## src/common/tcw_regs.vh

```
// constants for the eight-channel capture / waveform block
// assumes a 16-bit base timer and a simple word-wide register port
`ifndef TCW_REGS_VH
`define TCW_REGS_VH
// register offsets (word index on the plain port)
`define TCW_ADDR_W 5
`define TCW_CH_EN 5'h00
`define TCW_FN_SEL 5'h01
`define TCW_IRQ_CAP 5'h02
`define TCW_IRQ_CMP 5'h03
`define TCW_DIV6 5'h04
`define TCW_DIV7 5'h05
`define TCW_CAPCTL_BASE 5'h08
`define TCW_WAVCTL_BASE 5'h10
`define TCW_CMP_BASE 5'h18
`define TCW_CAPVAL_RD 5'h08
// capture control fields
`define CC_EDGE_LO 0
`define CC_EDGE_HI 1
`define CC_FILT_LO 2
`define CC_FILT_HI 3
`define CC_GATE 4
`define CC_GOC 5
`define CC_GSC 6
`define CC_DIV 7
// edge select codes
`define EDGE_RISE 2'h0
`define EDGE_FALL 2'h1
`define EDGE_BOTH 2'h2
// filter select codes
`define FILT_OFF 2'h0
`define FILT_SYS 2'h1
`define FILT_BASE 2'h2
// waveform control fields
`define WC_KIND_LO 0
`define WC_KIND_HI 2
`define WC_IVL 4
`define WC_RLD 5
`define WC_INV 7
`define KIND_SINGLE 3'h0
`define KIND_INVERT 3'h1
// base reset select codes
`define BRST_FREE 3'h0
`define BRST_CH0 3'h2
// reset values and the filter all-ones pattern
`define ZERO16 16'h0000
`define ZERO8 8'h00
`define ONES3 3'h7
`define ZERO4 4'h0
// capture store sweep ends after all eight words
`define CLR_DONE 4'h8
`endif

```

## src/hw/tcw_filter.v

```verilog
// three-sample digital filter for one channel pin
// assumes the input is already synchronised to clk_sys
`timescale 1ns/100ps
`include "tcw_regs.vh"
module tcw_filter
(
   // clock and reset
   input wire clk_sys,
   input wire rst_n,
   // sample strobe and raw level
   input wire sample,
   input wire din,
   // filtered level
   output reg dout
);
   reg [2:0] hist_q; // last three samples
   // shift on every sample, pass only a level held three samples
   always @(posedge clk_sys or negedge rst_n)
   begin
      if (!rst_n)
      begin
         hist_q <= 3'h0;
         dout <= 1'b0;
      end
      else if (sample)
      begin
         hist_q <= {hist_q[1:0], din};
         if ({hist_q[1:0], din} == `ONES3)
            dout <= 1'b1;
         else if ({hist_q[1:0], din} == 3'h0)
            dout <= 1'b0;
      end
   end
endmodule // tcw_filter

```

## src/hw/tcw_capmem.v

```verilog
// eight-word store of captured base timer values
// assumes one writer per cycle; read data registered
`timescale 1ns/100ps
module tcw_capmem
(
   // clock
   input wire clk_sys,
   // write side
   input wire we,
   input wire [2:0] waddr,
   input wire [15:0] wdata,
   // read side
   input wire [2:0] raddr,
   output reg [15:0] rdata
);
   reg [15:0] mem [0:7]; // no reset: contents hold until overwritten
   // write then registered read
   always @(posedge clk_sys)
   begin
      if (we)
         mem[waddr] <= wdata;
      rdata <= mem[raddr];
   end
endmodule // tcw_capmem

```

## src/hw/tcw_channels.v

```verilog
// eight capture / waveform channels beside a 16-bit base timer
// assumes base_count and base_tick come from the base timer on clk_sys
// What this block does
// - capture copies base count into capture value
// - edge select rising, falling or both
// - measure only when enabled and function is one
// - enable zero stops measurement or waveform
// - waveform starts when enabled with function zero
// - divider captures once per reload plus one
// - each capture sets capture interrupt flag
// - filter passes level held three samples
// - gating ignores triggers after first capture
// - gate released by compare four/five or soft
// - single-phase high on match, low at wrap
// - initial level sets starting output level
// - polarity flip inverts final output
// - free-running single-phase period 65536 counts
// - channel zero reset period n plus two
// - inverted mode toggles on each match
// - free-running inverted level lasts 65536 counts
// - reset mode inverted level lasts n plus two
// - compare match on an enabled waveform channel sets compare interrupt flag
// - kind 000b selects single-phase output
// - base timer zeroed two ticks after match
`timescale 1ns/100ps
`include "tcw_regs.vh"
module tcw_channels
(
   // clock and reset
   input wire clk_sys,
   input wire rst_n,
   // register port
   input wire [4:0] reg_addr,
   input wire [15:0] reg_wdata,
   input wire reg_wr,
   input wire reg_rd,
   output reg [15:0] reg_rdata,
   // base timer
   input wire [15:0] base_count,
   input wire base_tick,
   input wire [2:0] base_reset_select,
   // channel pins
   input wire [7:0] channel_pin_in,
   output reg [7:0] channel_pin_out,
   output reg [7:0] channel_pin_oe,
   // base timer reset request on channel 0 match
   output reg base_reset_req
);
   // software registers
   reg [7:0] channel_enable_reg_q; // one bit per channel
   reg [7:0] function_select_reg_q; // 1 measure, 0 waveform
   reg [7:0] capture_irq_flag_q; // sticky capture flags
   reg [7:0] compare_irq_flag_q; // sticky compare flags
   reg [7:0] trigger_divider_reload_q [6:7]; // divider reloads
   reg [7:0] capture_control_q [0:7]; // per-channel capture setup
   reg [7:0] waveform_control_q [0:7]; // per-channel waveform setup
   reg [15:0] compare_value_reg_q [0:7]; // compare values
   // channel state
   reg [7:0] wave_q; // pre-inversion waveform level
   reg [7:0] filt_prev_q; // previous filtered level
   reg [7:0] div_cnt_q [6:7]; // divider down counters
   reg [1:0] gated_q; // gate closed for ch 6, 7
   reg [7:0] en_prev_q; // enable one cycle ago
   reg [1:0] rst_dly_q; // delay of channel 0 match
   reg rd_cap_q; // read was capture memory
   reg [15:0] rd_reg_q; // other read data
   // pin synchroniser, two stages
   reg [7:0] pin_s1_q;
   reg [7:0] pin_s2_q;
   wire [7:0] filt_lvl; // filtered level per channel
   wire [7:0] trig; // edge per channel
   wire [7:0] accept; // capture taken
   wire [7:0] match; // compare equal on a tick
   wire [7:0] in_raw; // level fed to filter
   wire [7:0] samp; // filter sample strobe
   wire [15:0] mem_rdata;
   reg cap_we;
   reg [2:0] cap_ch;
   integer k;
   reg [3:0] clr_q; // zero sweep position after reset
   wire sweep; // capture store still being cleared
   // synchronise channel pins before use
   always @(posedge clk_sys or negedge rst_n)
   begin
      if (!rst_n)
      begin
         pin_s1_q <= `ZERO8;
         pin_s2_q <= `ZERO8;
      end
      else
      begin
         pin_s1_q <= channel_pin_in;
         pin_s2_q <= pin_s1_q;
      end
   end
   genvar g;
   generate
      for (g = 0; g < 8; g = g + 1)
      begin : ch
         wire [1:0] fsel;
         wire [1:0] esel;
         wire fdout; // three-sample filter result
         assign fsel = capture_control_q[g][`CC_FILT_HI:`CC_FILT_LO];
         assign esel = capture_control_q[g][`CC_EDGE_HI:`CC_EDGE_LO];
         // sample every sys clock or every base tick
         assign samp[g] = (fsel == `FILT_SYS) | ((fsel == `FILT_BASE) & base_tick);
         assign in_raw[g] = pin_s2_q[g];
         tcw_filter u_filt
         (
            .clk_sys(clk_sys),
            .rst_n(rst_n),
            .sample(samp[g]),
            .din(in_raw[g]),
            .dout(fdout)
         );
         // filter bypass when off; filtered level otherwise
         assign filt_lvl[g] = (fsel == `FILT_OFF) ? pin_s2_q[g] : fdout;
         // edge selection
         assign trig[g] = (esel == `EDGE_RISE) ? (filt_lvl[g] & ~filt_prev_q[g]) :
            (esel == `EDGE_FALL) ? (~filt_lvl[g] & filt_prev_q[g]) :
            (esel == `EDGE_BOTH) ? (filt_lvl[g] ^ filt_prev_q[g]) : 1'b0;
         // match only counted on a base tick, whatever the channel function
         assign match[g] = base_tick & (base_count == compare_value_reg_q[g]);
      end
   endgenerate
   // accept rule: enabled, measuring, gate open, divider expired
   generate
      for (g = 0; g < 8; g = g + 1)
      begin : acc
         if (g >= 6)
         begin : dv
            wire use_div;
            wire gate_ok;
            assign use_div = capture_control_q[g][`CC_DIV];
            assign gate_ok = ~(capture_control_q[g][`CC_GATE] & gated_q[g-6]);
            assign accept[g] = trig[g] & channel_enable_reg_q[g] & function_select_reg_q[g] & gate_ok &
               (~use_div | (div_cnt_q[g] == `ZERO8));
         end
         else
         begin : nd
            assign accept[g] = trig[g] & channel_enable_reg_q[g] & function_select_reg_q[g];
         end
      end
   endgenerate
   // pick lowest capturing channel for the memory write port
   always @*
   begin
      cap_we = 1'b0;
      cap_ch = 3'h0;
      for (k = 7; k >= 0; k = k - 1)
      begin
         if (accept[k])
         begin
            cap_we = 1'b1;
            cap_ch = k[2:0];
         end
      end
   end
   // zeros swept through the store once after reset, so a channel never captured reads 0
   // captures in those eight cycles would be lost, but every channel is disabled then
   assign sweep = (clr_q != `CLR_DONE);
   always @(posedge clk_sys or negedge rst_n)
   begin
      if (!rst_n)
         clr_q <= `ZERO4;
      else if (sweep)
         clr_q <= clr_q + 4'h1;
   end
   // capture store; only one channel captures per cycle, others lose that edge
   tcw_capmem u_mem
   (
      .clk_sys(clk_sys),
      .we(cap_we | sweep),
      .waddr(sweep ? clr_q[2:0] : cap_ch),
      .wdata(sweep ? `ZERO16 : base_count),
      .raddr(reg_addr[2:0]),
      .rdata(mem_rdata)
   );
   // register writes and channel sequencing
   always @(posedge clk_sys or negedge rst_n)
   begin
      if (!rst_n)
      begin
         channel_enable_reg_q <= `ZERO8;
         function_select_reg_q <= `ZERO8;
         capture_irq_flag_q <= `ZERO8;
         compare_irq_flag_q <= `ZERO8;
         filt_prev_q <= `ZERO8;
         en_prev_q <= `ZERO8;
         wave_q <= `ZERO8;
         gated_q <= 2'h0;
         trigger_divider_reload_q[6] <= `ZERO8;
         trigger_divider_reload_q[7] <= `ZERO8;
         div_cnt_q[6] <= `ZERO8;
         div_cnt_q[7] <= `ZERO8;
         for (k = 0; k < 8; k = k + 1)
         begin
            capture_control_q[k] <= `ZERO8;
            waveform_control_q[k] <= `ZERO8;
            compare_value_reg_q[k] <= `ZERO16;
         end
      end
      else
      begin
         filt_prev_q <= filt_lvl;
         en_prev_q <= channel_enable_reg_q;
         // software writes; flags cleared by writing ones
         if (reg_wr)
         begin
            case (reg_addr)
               `TCW_CH_EN: channel_enable_reg_q <= reg_wdata[7:0];
               `TCW_FN_SEL: function_select_reg_q <= reg_wdata[7:0];
               `TCW_DIV6: trigger_divider_reload_q[6] <= reg_wdata[7:0];
               `TCW_DIV7: trigger_divider_reload_q[7] <= reg_wdata[7:0];
               default:
               begin
                  if (reg_addr[4:3] == 2'h1)
                     capture_control_q[reg_addr[2:0]] <= reg_wdata[7:0];
                  else if (reg_addr[4:3] == 2'h2)
                     waveform_control_q[reg_addr[2:0]] <= reg_wdata[7:0];
                  else if (reg_addr[4:3] == 2'h3)
                     compare_value_reg_q[reg_addr[2:0]] <= reg_wdata;
               end
            endcase
         end
         // flags: a new event wins over a clear in the same cycle
         capture_irq_flag_q <= (capture_irq_flag_q &
            ~((reg_wr && reg_addr == `TCW_IRQ_CAP) ? reg_wdata[7:0] : `ZERO8)) | accept;
         compare_irq_flag_q <= (compare_irq_flag_q &
            ~((reg_wr && reg_addr == `TCW_IRQ_CMP) ? reg_wdata[7:0] : `ZERO8)) |
            (match & channel_enable_reg_q & ~function_select_reg_q);
         // divider and gate on channels 6 and 7
         for (k = 6; k < 8; k = k + 1)
         begin
            if (!channel_enable_reg_q[k])
            begin
               div_cnt_q[k] <= trigger_divider_reload_q[k];
               gated_q[k-6] <= 1'b0;
            end
            else
            begin
               if (!capture_control_q[k][`CC_DIV])
                  div_cnt_q[k] <= trigger_divider_reload_q[k]; // idle divider preloads, first round is full
               else if (trig[k] && function_select_reg_q[k] &&
                  !(capture_control_q[k][`CC_GATE] && gated_q[k-6]))
               begin
                  if (div_cnt_q[k] == `ZERO8 || !capture_control_q[k][`CC_DIV])
                     div_cnt_q[k] <= trigger_divider_reload_q[k];
                  else
                     div_cnt_q[k] <= div_cnt_q[k] - 8'h01;
               end
               if (accept[k] && capture_control_q[k][`CC_GATE])
                  gated_q[k-6] <= 1'b1;
               else if (capture_control_q[k][`CC_GOC] &&
                  (match[k-2] || capture_control_q[k][`CC_GSC]))
                  gated_q[k-6] <= 1'b0;
            end
         end
         // waveform sequencing per channel
         for (k = 0; k < 8; k = k + 1)
         begin
            if (!channel_enable_reg_q[k] || function_select_reg_q[k])
               wave_q[k] <= waveform_control_q[k][`WC_IVL];
            else if (!en_prev_q[k])
               wave_q[k] <= waveform_control_q[k][`WC_IVL];
            else if (waveform_control_q[k][`WC_KIND_HI:`WC_KIND_LO] == `KIND_SINGLE)
            begin
               // match high, wrap to zero low; periods follow base timer
               if (match[k])
                  wave_q[k] <= 1'b1;
               else if (base_tick && base_count == `ZERO16)
                  wave_q[k] <= 1'b0;
            end
            else if (waveform_control_q[k][`WC_KIND_HI:`WC_KIND_LO] == `KIND_INVERT)
            begin
               if (match[k])
                  wave_q[k] <= ~wave_q[k];
            end
         end
      end
   end
   // request on the first tick after a channel 0 match; the base timer clears on its
   // next count, so zero shows two ticks after the match
   always @(posedge clk_sys or negedge rst_n)
   begin
      if (!rst_n)
      begin
         rst_dly_q <= 2'h0;
         base_reset_req <= 1'b0;
      end
      else
      begin
         base_reset_req <= 1'b0;
         if (base_reset_select == `BRST_CH0 && channel_enable_reg_q[0] && !function_select_reg_q[0])
         begin
            if (match[0])
               rst_dly_q <= 2'h1;
            else if (base_tick && rst_dly_q == 2'h1)
            begin
               rst_dly_q <= 2'h0;
               base_reset_req <= 1'b1;
            end
         end
         else
            rst_dly_q <= 2'h0;
      end
   end
   // pin drive: polarity flip is the last stage
   always @(posedge clk_sys or negedge rst_n)
   begin
      if (!rst_n)
      begin
         channel_pin_out <= `ZERO8;
         channel_pin_oe <= `ZERO8;
      end
      else
      begin
         for (k = 0; k < 8; k = k + 1)
         begin
            channel_pin_out[k] <= wave_q[k] ^ waveform_control_q[k][`WC_INV];
            channel_pin_oe[k] <= channel_enable_reg_q[k] & ~function_select_reg_q[k];
         end
      end
   end
   // register read, data one cycle after the strobe
   always @(posedge clk_sys or negedge rst_n)
   begin
      if (!rst_n)
      begin
         rd_cap_q <= 1'b0;
         rd_reg_q <= `ZERO16;
      end
      else
      begin
         rd_cap_q <= reg_rd && (reg_addr[4:3] == 2'h1);
         rd_reg_q <= `ZERO16;
         if (reg_rd)
         begin
            case (reg_addr)
               `TCW_CH_EN: rd_reg_q <= {8'h00, channel_enable_reg_q};
               `TCW_FN_SEL: rd_reg_q <= {8'h00, function_select_reg_q};
               `TCW_IRQ_CAP: rd_reg_q <= {8'h00, capture_irq_flag_q};
               `TCW_IRQ_CMP: rd_reg_q <= {8'h00, compare_irq_flag_q};
               `TCW_DIV6: rd_reg_q <= {8'h00, trigger_divider_reload_q[6]};
               `TCW_DIV7: rd_reg_q <= {8'h00, trigger_divider_reload_q[7]};
               default:
               begin
                  if (reg_addr[4:3] == 2'h2)
                     rd_reg_q <= {8'h00, waveform_control_q[reg_addr[2:0]]};
                  else if (reg_addr[4:3] == 2'h3)
                     rd_reg_q <= compare_value_reg_q[reg_addr[2:0]];
               end
            endcase
         end
      end
   end
   // final read mux kept combinational into a flop would add a cycle, so select here
   always @*
   begin
      reg_rdata = rd_cap_q ? mem_rdata : rd_reg_q;
   end
endmodule // tcw_channels

```

## config.mk

```make
export PLATFORM = sky130hd
export DESIGN_NAME = tcw_channels
export DESIGN_NICKNAME = d
export VERILOG_FILES = /design/src/hw/tcw_filter.v /design/src/hw/tcw_capmem.v /design/src/hw/tcw_channels.v
export VERILOG_INCLUDE_DIRS = /design/src /design/src/common
export SDC_FILE = /design/constraint.sdc
export NUM_CORES = 1
export LEC_CHECK = 0
export BUFFER_PORTS_ARGS = -buffer_cell sky130_fd_sc_hd__buf_4
export CORE_MARGIN = 5
export CORE_UTILIZATION = 47
export DETAILED_ROUTE_END_ITERATION = 8
export PLACE_DENSITY = 0.77
export SETUP_SLACK_MARGIN = 0.4
export SYNTH_ARGS = -nofsm -noshare
export SYNTH_HDL_FRONTEND = slang
export SYNTH_SLANG_ARGS = --single-unit
```

## constraint.sdc

```tcl
create_clock -name clk_sys -period 3.8 [get_ports clk_sys]
set_input_delay 0.38 -clock clk_sys [delete_from_list [all_inputs] [get_ports clk_sys]]
set_output_delay 0.38 -clock clk_sys [all_outputs]
set_load 0.05 [all_outputs]
```

; ---- Word-level counts from Yosys, hierarchy flattened
; Memory sizes are Yosys's and may differ from the RTL's. A register that Yosys moved wholly into a read port is not among the register bits.
; Index checks and enable logic that the tools add are counted.
; Widths: inputs -> output; s select.
[totals]
input_bits = 53
mem_bits_rw = 128
elab_cells = 577
register_bits = 426
output_inout_bits = 33
memories = 1
[op_classes]
n_addsub = 3
reduce_logical = 111
n_bitwise = 138
order_cmp = 2
eq_ne = 96
n_mux = 157
[memory_table]
columns = name, words, width, read_ports, rd_clocked_by_memory_dff, write_ports, line
row1 = u_mem.mem, 8, 16, 1, 1, 1, tcw_capmem.v:16  ; reg [15:0] mem [0:7];
[op_table]
columns = op, count
row1 = $bwmux 128, 1
row2 = $bwmux 64, 2
row3 = $eq 16x16->1, 8
row4 = $mux 16, 8
row5 = $mux 1, 116
row6 = $mux 8, 13
row7 = $ne 4x1->1 const B, 24
row8 = $pmux 16 s6, 1
row9 = $and 1x1->1, 62
row10 = $bmux 16 s3, 1
row11 = $demux 16 s3, 1
row12 = $logic_not 3->1, 16
row13 = $not 1->1, 39
row14 = $eq 2x1->1 const B, 18
row15 = $eq 2x2->1 const B, 18
row16 = $and 8x8->8, 4
row17 = $logic_not 2->1, 16
row18 = $mux 3, 9
row19 = $reduce_and 3->1, 9
row20 = $bmux 8 s3, 1
row21 = $demux 8 s3, 1
row22 = $eq 3x1->1 const B, 8
row23 = $eq 3x3->1 const B, 8
row24 = $not 8->8, 3
row25 = 27 further kinds, 120

; ---- Longest topological paths before layout
; Gate-level depths: netlist of the first run.
[depth]
depth_word = 21
ltp_mapped = 11

; ---- Hierarchy
; Synthesis of the first run repeated with hierarchy kept, for this count alone.
[unflattened]
cells_unflattened = 1842
area_unflattened_um2 = 25400.6
[by_module_without_submodules]
columns = module, instances, area_each_um2, cells_each
row1 = tcw_channels, 1, 19045.8, 1556
row2 = tcw_capmem, 1, 5293.8, 214
row3 = tcw_filter, 8, 132.6, 9

; ---- Worst setup path after synthesis of the first run
; No wires, ideal clock.
[synth_timing]
path_type = register -> register
start = reg capture_control_q[59] in the netlist's numbering
end = mem u_mem.mem[3][0] (enable)
setup_slack_ps = -252
required_ps = 3391
path_stages_with_launch = 11
path_buffers = 0
arrival_ps = 3643
setup_time_ps = 409
cell_sequence = dfrtp_1 -> nor2_1 -> mux2i_1 -> inv_1 -> ha_1 -> o21ai_0 -> nor4b_1 -> or3_1 -> o21ai_0 -> or2_2 -> nor3_1
[synth_via]
elab_chain_len = 12
word_cells_on_any_way = 17
[synth_rtl]
columns = element, line
row1 = start: declaration, tcw_channels.v:55  ; reg [7:0] capture_control_q [0:7];
row2 = start signal: indexed assignment, tcw_channels.v:198  ; capture_control_q[k] <= `ZERO8;
row3 = start signal: indexed assignment, tcw_channels.v:218  ; capture_control_q[reg_addr[2:0]] <= reg_wdata[7:0];
row4 = $logic_not 2->1 (no line) (*), n/a
row5 = $mux 1 (*), tcw_channels.v:117  ; assign filt_lvl[g] = (fsel == `FILT_OFF) ? pin_s2_q[g] : fdout;
row6 = named net filt_lvl[0], tcw_channels.v:70  ; wire [7:0] filt_lvl;
row7 = $xor 1x1->1 / $not 1->1 (equally long branches), "tcw_channels.v:121, tcw_channels.v:120"
row8 = $mux 1 / $and 1x1->1 (equally long branches), "tcw_channels.v:121, tcw_channels.v:120"
row9 = $mux 1, tcw_channels.v:120  ; (esel == `EDGE_FALL) ? (~filt_lvl[g] & filt_prev_q[g]) :
row10 = $mux 1 (*), tcw_channels.v:119  ; assign trig[g] = (esel == `EDGE_RISE) ? (filt_lvl[g] & ~filt_prev_q[g]) :
row11 = $and 1x1->1 (*) (2 in series), tcw_channels.v:141  ; assign accept[g] = trig[g] & channel_enable_reg_q[g] & function_select_reg_q[g];
row12 = $mux 1, tcw_channels.v:152  ; if (accept[k])
row13 = $or 1x1->1, tcw_channels.v:173  ; .we(cap_we | sweep),
row14 = $mux 1, tcw_capmem.v:20  ; if (we)
row15 = $mux 1 (implied by the code), tcw_capmem.v:21  ; mem[waddr] <= wdata;
row16 = end: declaration, tcw_capmem.v:16
; The timed path passes the listed nets; every way through them passes the cells marked *.

; ---- Worst setup path after layout of the first run
[layout_timing]
start = reg capture_control_q[59] in the netlist's numbering
end = mem u_mem.mem[5][0] (enable)
; The elaborated chain is that of the path after synthesis.

==> results of run 1 <==
through the flow:
step	hold WS, ps	setup WS, ps	utilization [%]	instances	instance area, um^2
2_1_floorplan	84.4	249	-	1906	25300
3_3_place_gp	338	360	50.0	2630	26700
3_5_place_dp	336	226	50.0	2630	26700
4_1_cts	23.0	412	53.9	2741	28800
5_1_grt	31.0	355	53.9	2743	28900
6_report	54.8	574	53.9	2743	28900
power by group:
part	internal (mW)	leakage, nW	switching (mW)
logic	1.34	4.69	1.53
clock network	3.48	0.968	2.34
registers	6.87	6.52	0.726
worst register-to-register path, cell delays in order, from the launching register on:
cell and delay (ps):
dfrtp_1 410, nor2_1 180, mux2i_1 270, inv_1 90, ha_1 270, o21ai_0 50
nor4b_1 140, buf_4 170, or3_1 380, o21ai_0 320, o211ai_1 200, nor3_2 170
buf_4 280
worst min path at each step:
stage,endpoint,depth (start not counted),startpoint
after global routing,rd_cap_q,2,reg_rd
after detailed placement,in_raw[6],0,pin_s1_q[6]
after global placement,in_raw[2],0,pin_s1_q[2]
after floorplan,acc[6].dv.use_div,0,rst_n
final,rst_dly_q[0],3,base_reset_select[0]
after CTS,rd_cap_q,2,reg_rd
metal layers:
| metal | global-route usage (%) | vias to the layer above |
|---|---|---|
| met5 | 0 | - |
| met4 | 7.27 | 2 |
| met3 | 4.07 | 136 |
| met2 | 35.0 | 692 |
| met1 | 30.9 | 8520 |
| li1 | - | 7134 |
cell type report:
type / instances / area, um^2 / area share, %
sequential: 545 / 14200 / 49.2
multi-input combinational: 1223 / 10500 / 36.5
clock buffer: 71 / 1540 / 5.33
timing repair buffer: 142 / 1150 / 3.99
tap: 696 / 871 / 3.02
clock inverter: 31 / 434 / 1.50
inverter: 34 / 128 / 0.442
antenna: 1 / 2.50 / 0.00867
state kept, by name, summed over array words and instances (netlist names), 4 cells and up:
register                  flops
compare_value_reg_q         128
u_mem.mem                   128
waveform_control_q           64
capture_control_q            38
ch.u_filt.hist_q             16
div_cnt_q                    16
rd_reg_q                     16
trigger_divider_reload_q     16
u_mem.rdata                  16
capture_irq_flag_q            8
ch.u_filt.dout                8
channel_enable_reg_q          8
channel_pin_oe                8
channel_pin_out               8
compare_irq_flag_q            8
en_prev_q                     8
filt_prev_q                   8
function_select_reg_q         8
in_raw                        8
pin_s1_q                      8
wave_q                        8
clr_q                         4
Yosys cell counts, types with 6 or more instances:
| cell | count |
|---|---|
| buf_2 | 33 |
| mux4_2 | 80 |
| dfrtp_1 | 401 |
| xor2_1 | 52 |
| a22oi_1 | 14 |
| buf_1 | 11 |
| o21ai_0 | 45 |
| edfxtp_1 | 128 |
| a31oi_1 | 10 |
| and4_1 | 6 |
| a22o_1 | 7 |
| nor2b_1 | 16 |
| and2_1 | 24 |
| a41oi_1 | 6 |
| nor3_1 | 29 |
| mux2_2 | 301 |
| xnor2_1 | 87 |
| nor2_1 | 68 |
| dfxtp_1 | 16 |
| inv_1 | 33 |
| nand2b_1 | 8 |
| mux2i_1 | 26 |
| a21oi_1 | 59 |
| o31ai_1 | 8 |
| clkbuf_1 | 56 |
| a21o_1 | 8 |
| nand3_1 | 28 |
| nand4_1 | 15 |
| o22ai_1 | 8 |
| nor4_1 | 18 |
| nand2_1 | 196 |
| or3_1 | 6 |
| ha_1 | 25 |
cells in the final DEF, fill, tap and decap left out, drive strengths merged, types with 6 or more instances in the layout:
cell         count
a21oi           59
and4             6
dfrtp          401
clkinv          16
dfxtp           16
or3              6
nand3           28
nor2b           16
nand4           15
bufinv           9
nand2          196
a41oi            6
xnor2           87
and2            24
edfxtp         128
nor2            68
ha              25
xor2            52
a21o             8
o22ai            8
mux4            80
o21ai           46
nor4            21
a31oi           10
nand2b           8
o31ai            8
nor3            32
mux2           301
inv             36
a22o             7
dlygate4sd3      9
a22oi           14
mux2i           26
buf            133
clkbuf          71
what timing repair did:
item / in CTS / in global routing
hold buffers: 9 / 0
endpoints found under the hold margin: 79 / 0
endpoints found under the setup margin: 16 / 128
pin swaps: 0 / 0
gates resized for setup: 1 / 3
buffers inserted: 0 / 1
cell families after synthesis:
family / count (synthesis) / synth area share [%]
fa+ha+maj: 25 / 1.24
mux: 407 / 21.6
buf+inv: 138 / 2.30
xor+xnor: 139 / 4.82
flops: 545 / 56.3
compound gates: 209 / 5.43
simple gates: 443 / 8.37
==> impl_metrics.env, run 1 <==
export IMPL_clk_path_buf_depth=3
export IMPL_cp_required_ps=4110
export IMPL_crit_path_cell_trace="nor2_1 > mux2i_1 > inv_1 > ha_1 > o21ai_0 > nor4b_1 > buf_4 > or3_1 > o21ai_0 > o211ai_1 > nor3_2 > buf_4"
export IMPL_grt_first_pass_wirelength_mm=102
export IMPL_synth_area_mm2=0.0252
export IMPL_holdCritPathClass="input pin to flop"
export IMPL_cts_made_buffers=54
export IMPL_synth_edf_count=128
export IMPL_fillers=4244
export IMPL_ys_ff_latch=545
export IMPL_first_iter_violations=1689
export IMPL_die_x_um=242
export IMPL_cp_num_buf_inv=3
export IMPL_rsz0062_at_grt="no"
export IMPL_wl_per_cell_um=23.7
export IMPL_yosysTopAreaCell="dfrtp_1"
export IMPL_tritoncts="yes"
export IMPL_cp_top_family="simple AND/OR/NAND/NOR gates"
export IMPL_drive_gt1_share_pct=30.8
export IMPL_wl_mm=65.1
export IMPL_remaining_drc_errors=0
export IMPL_synth_cells=1906
export IMPL_rrSetupSlack_ps=570
export IMPL_timing_rr_start="capture_control_q[59]"
export IMPL_numPortBuffers=85
export IMPL_place_hpwl_mm=44.0
export IMPL_ios=86
export IMPL_status="complete, no violations"
export IMPL_startpoint_type="flop"
export IMPL_syn_nets=1984
export IMPL_startpoint="capture_control_q[59]"
export IMPL_path_class="flop to flop"
export IMPL_die_h_um=242
export IMPL_htreeDepth=2
export IMPL_grt_start_max_net_pins=99
export IMPL_worst_setup_path_end_kind="flop"
export IMPL_num_rows=85
export IMPL_endpoint="u_mem.mem[5][0]"
export IMPL_antenna_found_initial=2
export IMPL_viasPerCell=6.01
export IMPL_reg2reg_depth=12
export IMPL_final_nets=2078
export IMPL_worstPathMaxFanout=16
export IMPL_ys_top_cells_by_area="dfrtp_1, edfxtp_1, mux2_2"
export IMPL_drv_cap=0
export IMPL_leakage_nw=12.2
export IMPL_finalCriticalPeriod_ps=3230
export IMPL_num_vias=16500
export IMPL_ys_types=68
export IMPL_gp_congestion=0.917
export IMPL_clk_latency_ps=630
export IMPL_cp_depth=12
export IMPL_core_area_mm2=0.0535
export IMPL_setup_violations=0
export IMPL_synth_seq_area_share_pct=56.3
export IMPL_critPathMaxStageDelay_ps=410
export IMPL_area_growth_pct=14.3
export IMPL_firstDrtPassIters=7
export IMPL_overflow=0
export IMPL_highest_layer="met5"
export IMPL_synth_area_per_cell_um2=13.2
export IMPL_slowest_stage="dfrtp_1"
export IMPL_route_met3_wl_mm=5.17
export IMPL_cts_sinks=545
export IMPL_clk_pin_slew_ps=60
export IMPL_worst_r2r_endpoint="u_mem.mem[5][0]"
export IMPL_ys_dominant_reg_cell="dfrtp_1"
export IMPL_report_power_total_mw=16.3
export IMPL_grt_pass1_vias=17100
export IMPL_slew_viol_final=0
export IMPL_tightest_slew_ps=1150
export IMPL_synth_top_area_share_pct=39.8
export IMPL_cts_root_buf="clkbuf_16"
export IMPL_grt_total_usage_pct=22.0
export IMPL_relSlewSlack_pct=22.7
export IMPL_fmax_mhz=310
export IMPL_tns_ps=0
export IMPL_yosysWarningCount=0
export IMPL_design_die_area_mm2=0.0584
export IMPL_initial_core_util_pct=47.2
export IMPL_drt_met1_wl_mm=26.9
export IMPL_met2WireLength_mm=30.8
export IMPL_cp_arrival_ps=3530
export IMPL_skew_ps=20.6
export IMPL_finalCritPeriodShare_pct=84.9
export IMPL_ir_drop_mv=0.355
export IMPL_ant_nets=0
export IMPL_powerDensity_mw_per_mm2=565
export IMPL_hold_viol=0
export IMPL_synthArstFlopShare_pct=73.6
Power figures use the tool's default switching activity.
==> run 2: changes to the inputs <==
PLACE_DENSITY = 0.74   (was 0.77)
clock period = 3 ns   (was 3.8 ns; I/O delays follow)
==> impl_metrics.env, run 2 (synthesis gave the netlist of run 1 again) <==
export IMPL_status="complete, no violations"
export IMPL_hold_viol=0
export IMPL_startpoint_type="flop"
export IMPL_area_growth_pct=17.8
export IMPL_skew_ps=27.4
export IMPL_final_nets=2129
export IMPL_drv_cap=0
export IMPL_layout_commonest_cell="dfrtp_1"
export IMPL_largestRegisters="compare_value_reg_q x128, u_mem.mem x128, waveform_control_q x64"
export IMPL_finalCriticalPeriod_ps=2980
export IMPL_relSlewSlack_pct=44.6
export IMPL_overflow=0
export IMPL_slew_viol_final=0
export IMPL_hold_depth=3
export IMPL_setup_violations=0
export IMPL_report_power_total_mw=21.1
export IMPL_crit_path_cell_trace="nor2_2 > mux2i_1 > inv_1 > ha_4 > o21ai_2 > nor4b_4 > buf_4 > or3_4 > a311oi_4 > buf_4 > o2bb2ai_4 > nor3_4 > buf_12"
export IMPL_rrSetupSlack_ps=20
export IMPL_cts_root_buf="clkbuf_16"
export IMPL_worst_setup_path_end_kind="flop"
export IMPL_remaining_drc_errors=0
export IMPL_worst_r2r_endpoint="u_mem.mem[7][5]"
export IMPL_grt_start_max_net_pins=63
export IMPL_reg2reg_depth=13
export IMPL_grt_total_usage_pct=22.3
export IMPL_num_vias=16600
export IMPL_path_class="flop to flop"
export IMPL_cp_arrival_ps=3320
export IMPL_placedCellCount=2661
export IMPL_cts_sinks=545
export IMPL_tritoncts="yes"
export IMPL_antenna_found_initial=4
export IMPL_tns_ps=0
export IMPL_ios=86
export IMPL_die_h_um=242
export IMPL_critPathMaxStageDelay_ps=390
export IMPL_ir_drop_mv=0.472
export IMPL_htreeDepth=2
export IMPL_fmax_mhz=335
export IMPL_rsz0062_at_grt="yes"
export IMPL_holdCritPathClass="input pin to flop"
export IMPL_viasPerCell=5.93
export IMPL_grt_pass1_vias=17100
export IMPL_final_cell_mix="dfrtp_1, mux2_2, nand2_1, buf_4, edfxtp_1"
export IMPL_cp_required_ps=3340
export IMPL_num_rows=85
export IMPL_place_hpwl_mm=46.0
export IMPL_initial_core_util_pct=47.2
export IMPL_dp_slack_ps=-111
export IMPL_leakage_nw=12.6
export IMPL_fin_ws_ps=16.8
export IMPL_grt_first_pass_wirelength_mm=102
export IMPL_powerDensity_mw_per_mm2=710
export IMPL_first_iter_violations=1555
export IMPL_min_to="base_reset_req"
export IMPL_firstDrtPassIters=5
export IMPL_clk_path_buf_depth=3
export IMPL_wl_mm=66.6
export IMPL_finalCritPeriodShare_pct=99.4
export IMPL_design_die_area_mm2=0.0584
export IMPL_finalNonFillerCells=2795
export IMPL_worstPathMaxFanout=16
export IMPL_drive_gt1_share_pct=33.2
export IMPL_gp_congestion=0.903
export IMPL_die_x_um=242
export IMPL_numPortBuffers=85
export IMPL_cts_made_buffers=55
export IMPL_hp_start="base_reset_select[2]"
export IMPL_slowest_stage="dfrtp_1"
export IMPL_core_area_mm2=0.0535
export IMPL_path_common_cell="buf_4"
export IMPL_clk_pin_slew_ps=60
export IMPL_ant_nets=0
export IMPL_fillers=4167
export IMPL_clk_latency_ps=640
export IMPL_wl_per_cell_um=23.8
export IMPL_timing_rr_start="capture_control_q[50]"
export IMPL_tightest_slew_ps=831
==> run 2: cell count changes in the layout (fill, tap and decap cells not counted), sizes merged <==
cell         change
buf             +38
bufinv           +1
clkinv           +6
clkinvlp         -4
dlygate4sd3     +11
==> run 2: worst max-delay path: cells and delay by family (launching register included) <==
| family | cells | cell delay [ps] |
|---|---|---|
| simple gates | 4 | 810 |
| flops | 1 | 390 |
| buf+inv | 4 | 610 |
| compound gates | 3 | 360 |
| mux | 1 | 240 |
| fa+ha+maj | 1 | 270 |
==> run 2: layer usage <==
metal | part of all wire, % | GRT usage, % | up-vias
met5 | 0 | 0 | -
met4 | 3.0 | 6.88 | 0
met3 | 7.8 | 5.04 | 125
met2 | 47 | 35.2 | 615
met1 | 42 | 31.2 | 8584
li1 | - | - | 7239
==> run 2: cell type report <==
type,instances,area (um^2),area share (%)
flip-flops and latches,545,14200,47.8
multi-input cells,1223,10800,36.3
repair buffers,192,1710,5.74
clock buffers,70,1530,5.16
well taps,696,871,2.93
clock inverters,34,497,1.67
inverters,34,128,0.429
diodes,1,2.50,0.00842
==> run 2: repair_timing <==
action | in CTS | in global routing
gates resized for setup | 5 | 15
cloned | 0 | 1
endpoints found under the setup margin | 128 | 130
hold endpoints to repair | 129 | 0
pin swaps | 2 | 0
setup buffers | 2 | 6
hold buffers | 20 | 0
==> run 2: power breakdown <==
group,switching [mW],internal (mW),leakage (nW),total [mW]
logic,2.06,1.88,5.04,3.95
registers,0.904,8.71,6.52,9.61
clock network,3.04,4.51,1.01,7.55
==> run 2: how the worst max path moves through the flow <==
stage                          startpoint          endpoint  slack, ps  cells past startpoint
floorplan           capture_control_q[58]   u_mem.mem[5][0]         -2                     10
global placement    capture_control_q[50]   u_mem.mem[0][9]         10                     10
detailed placement  capture_control_q[50]  u_mem.mem[0][11]       -110                     10
CTS                 capture_control_q[58]   u_mem.mem[4][3]         20                     12
global route        capture_control_q[58]   u_mem.mem[5][7]       -130                     11
finish              capture_control_q[50]   u_mem.mem[7][5]         20                     13
==> run 2: metrics by stage <==
step,instance area (um^2),hold slack [ps],util (%)
2_1_floorplan,25500,4.41,-
3_3_place_gp,27300,302,51.0
3_5_place_dp,27300,301,51.0
4_1_cts,29600,12.8,55.3
5_1_grt,29700,32.3,55.6
6_report,29700,35.8,55.6
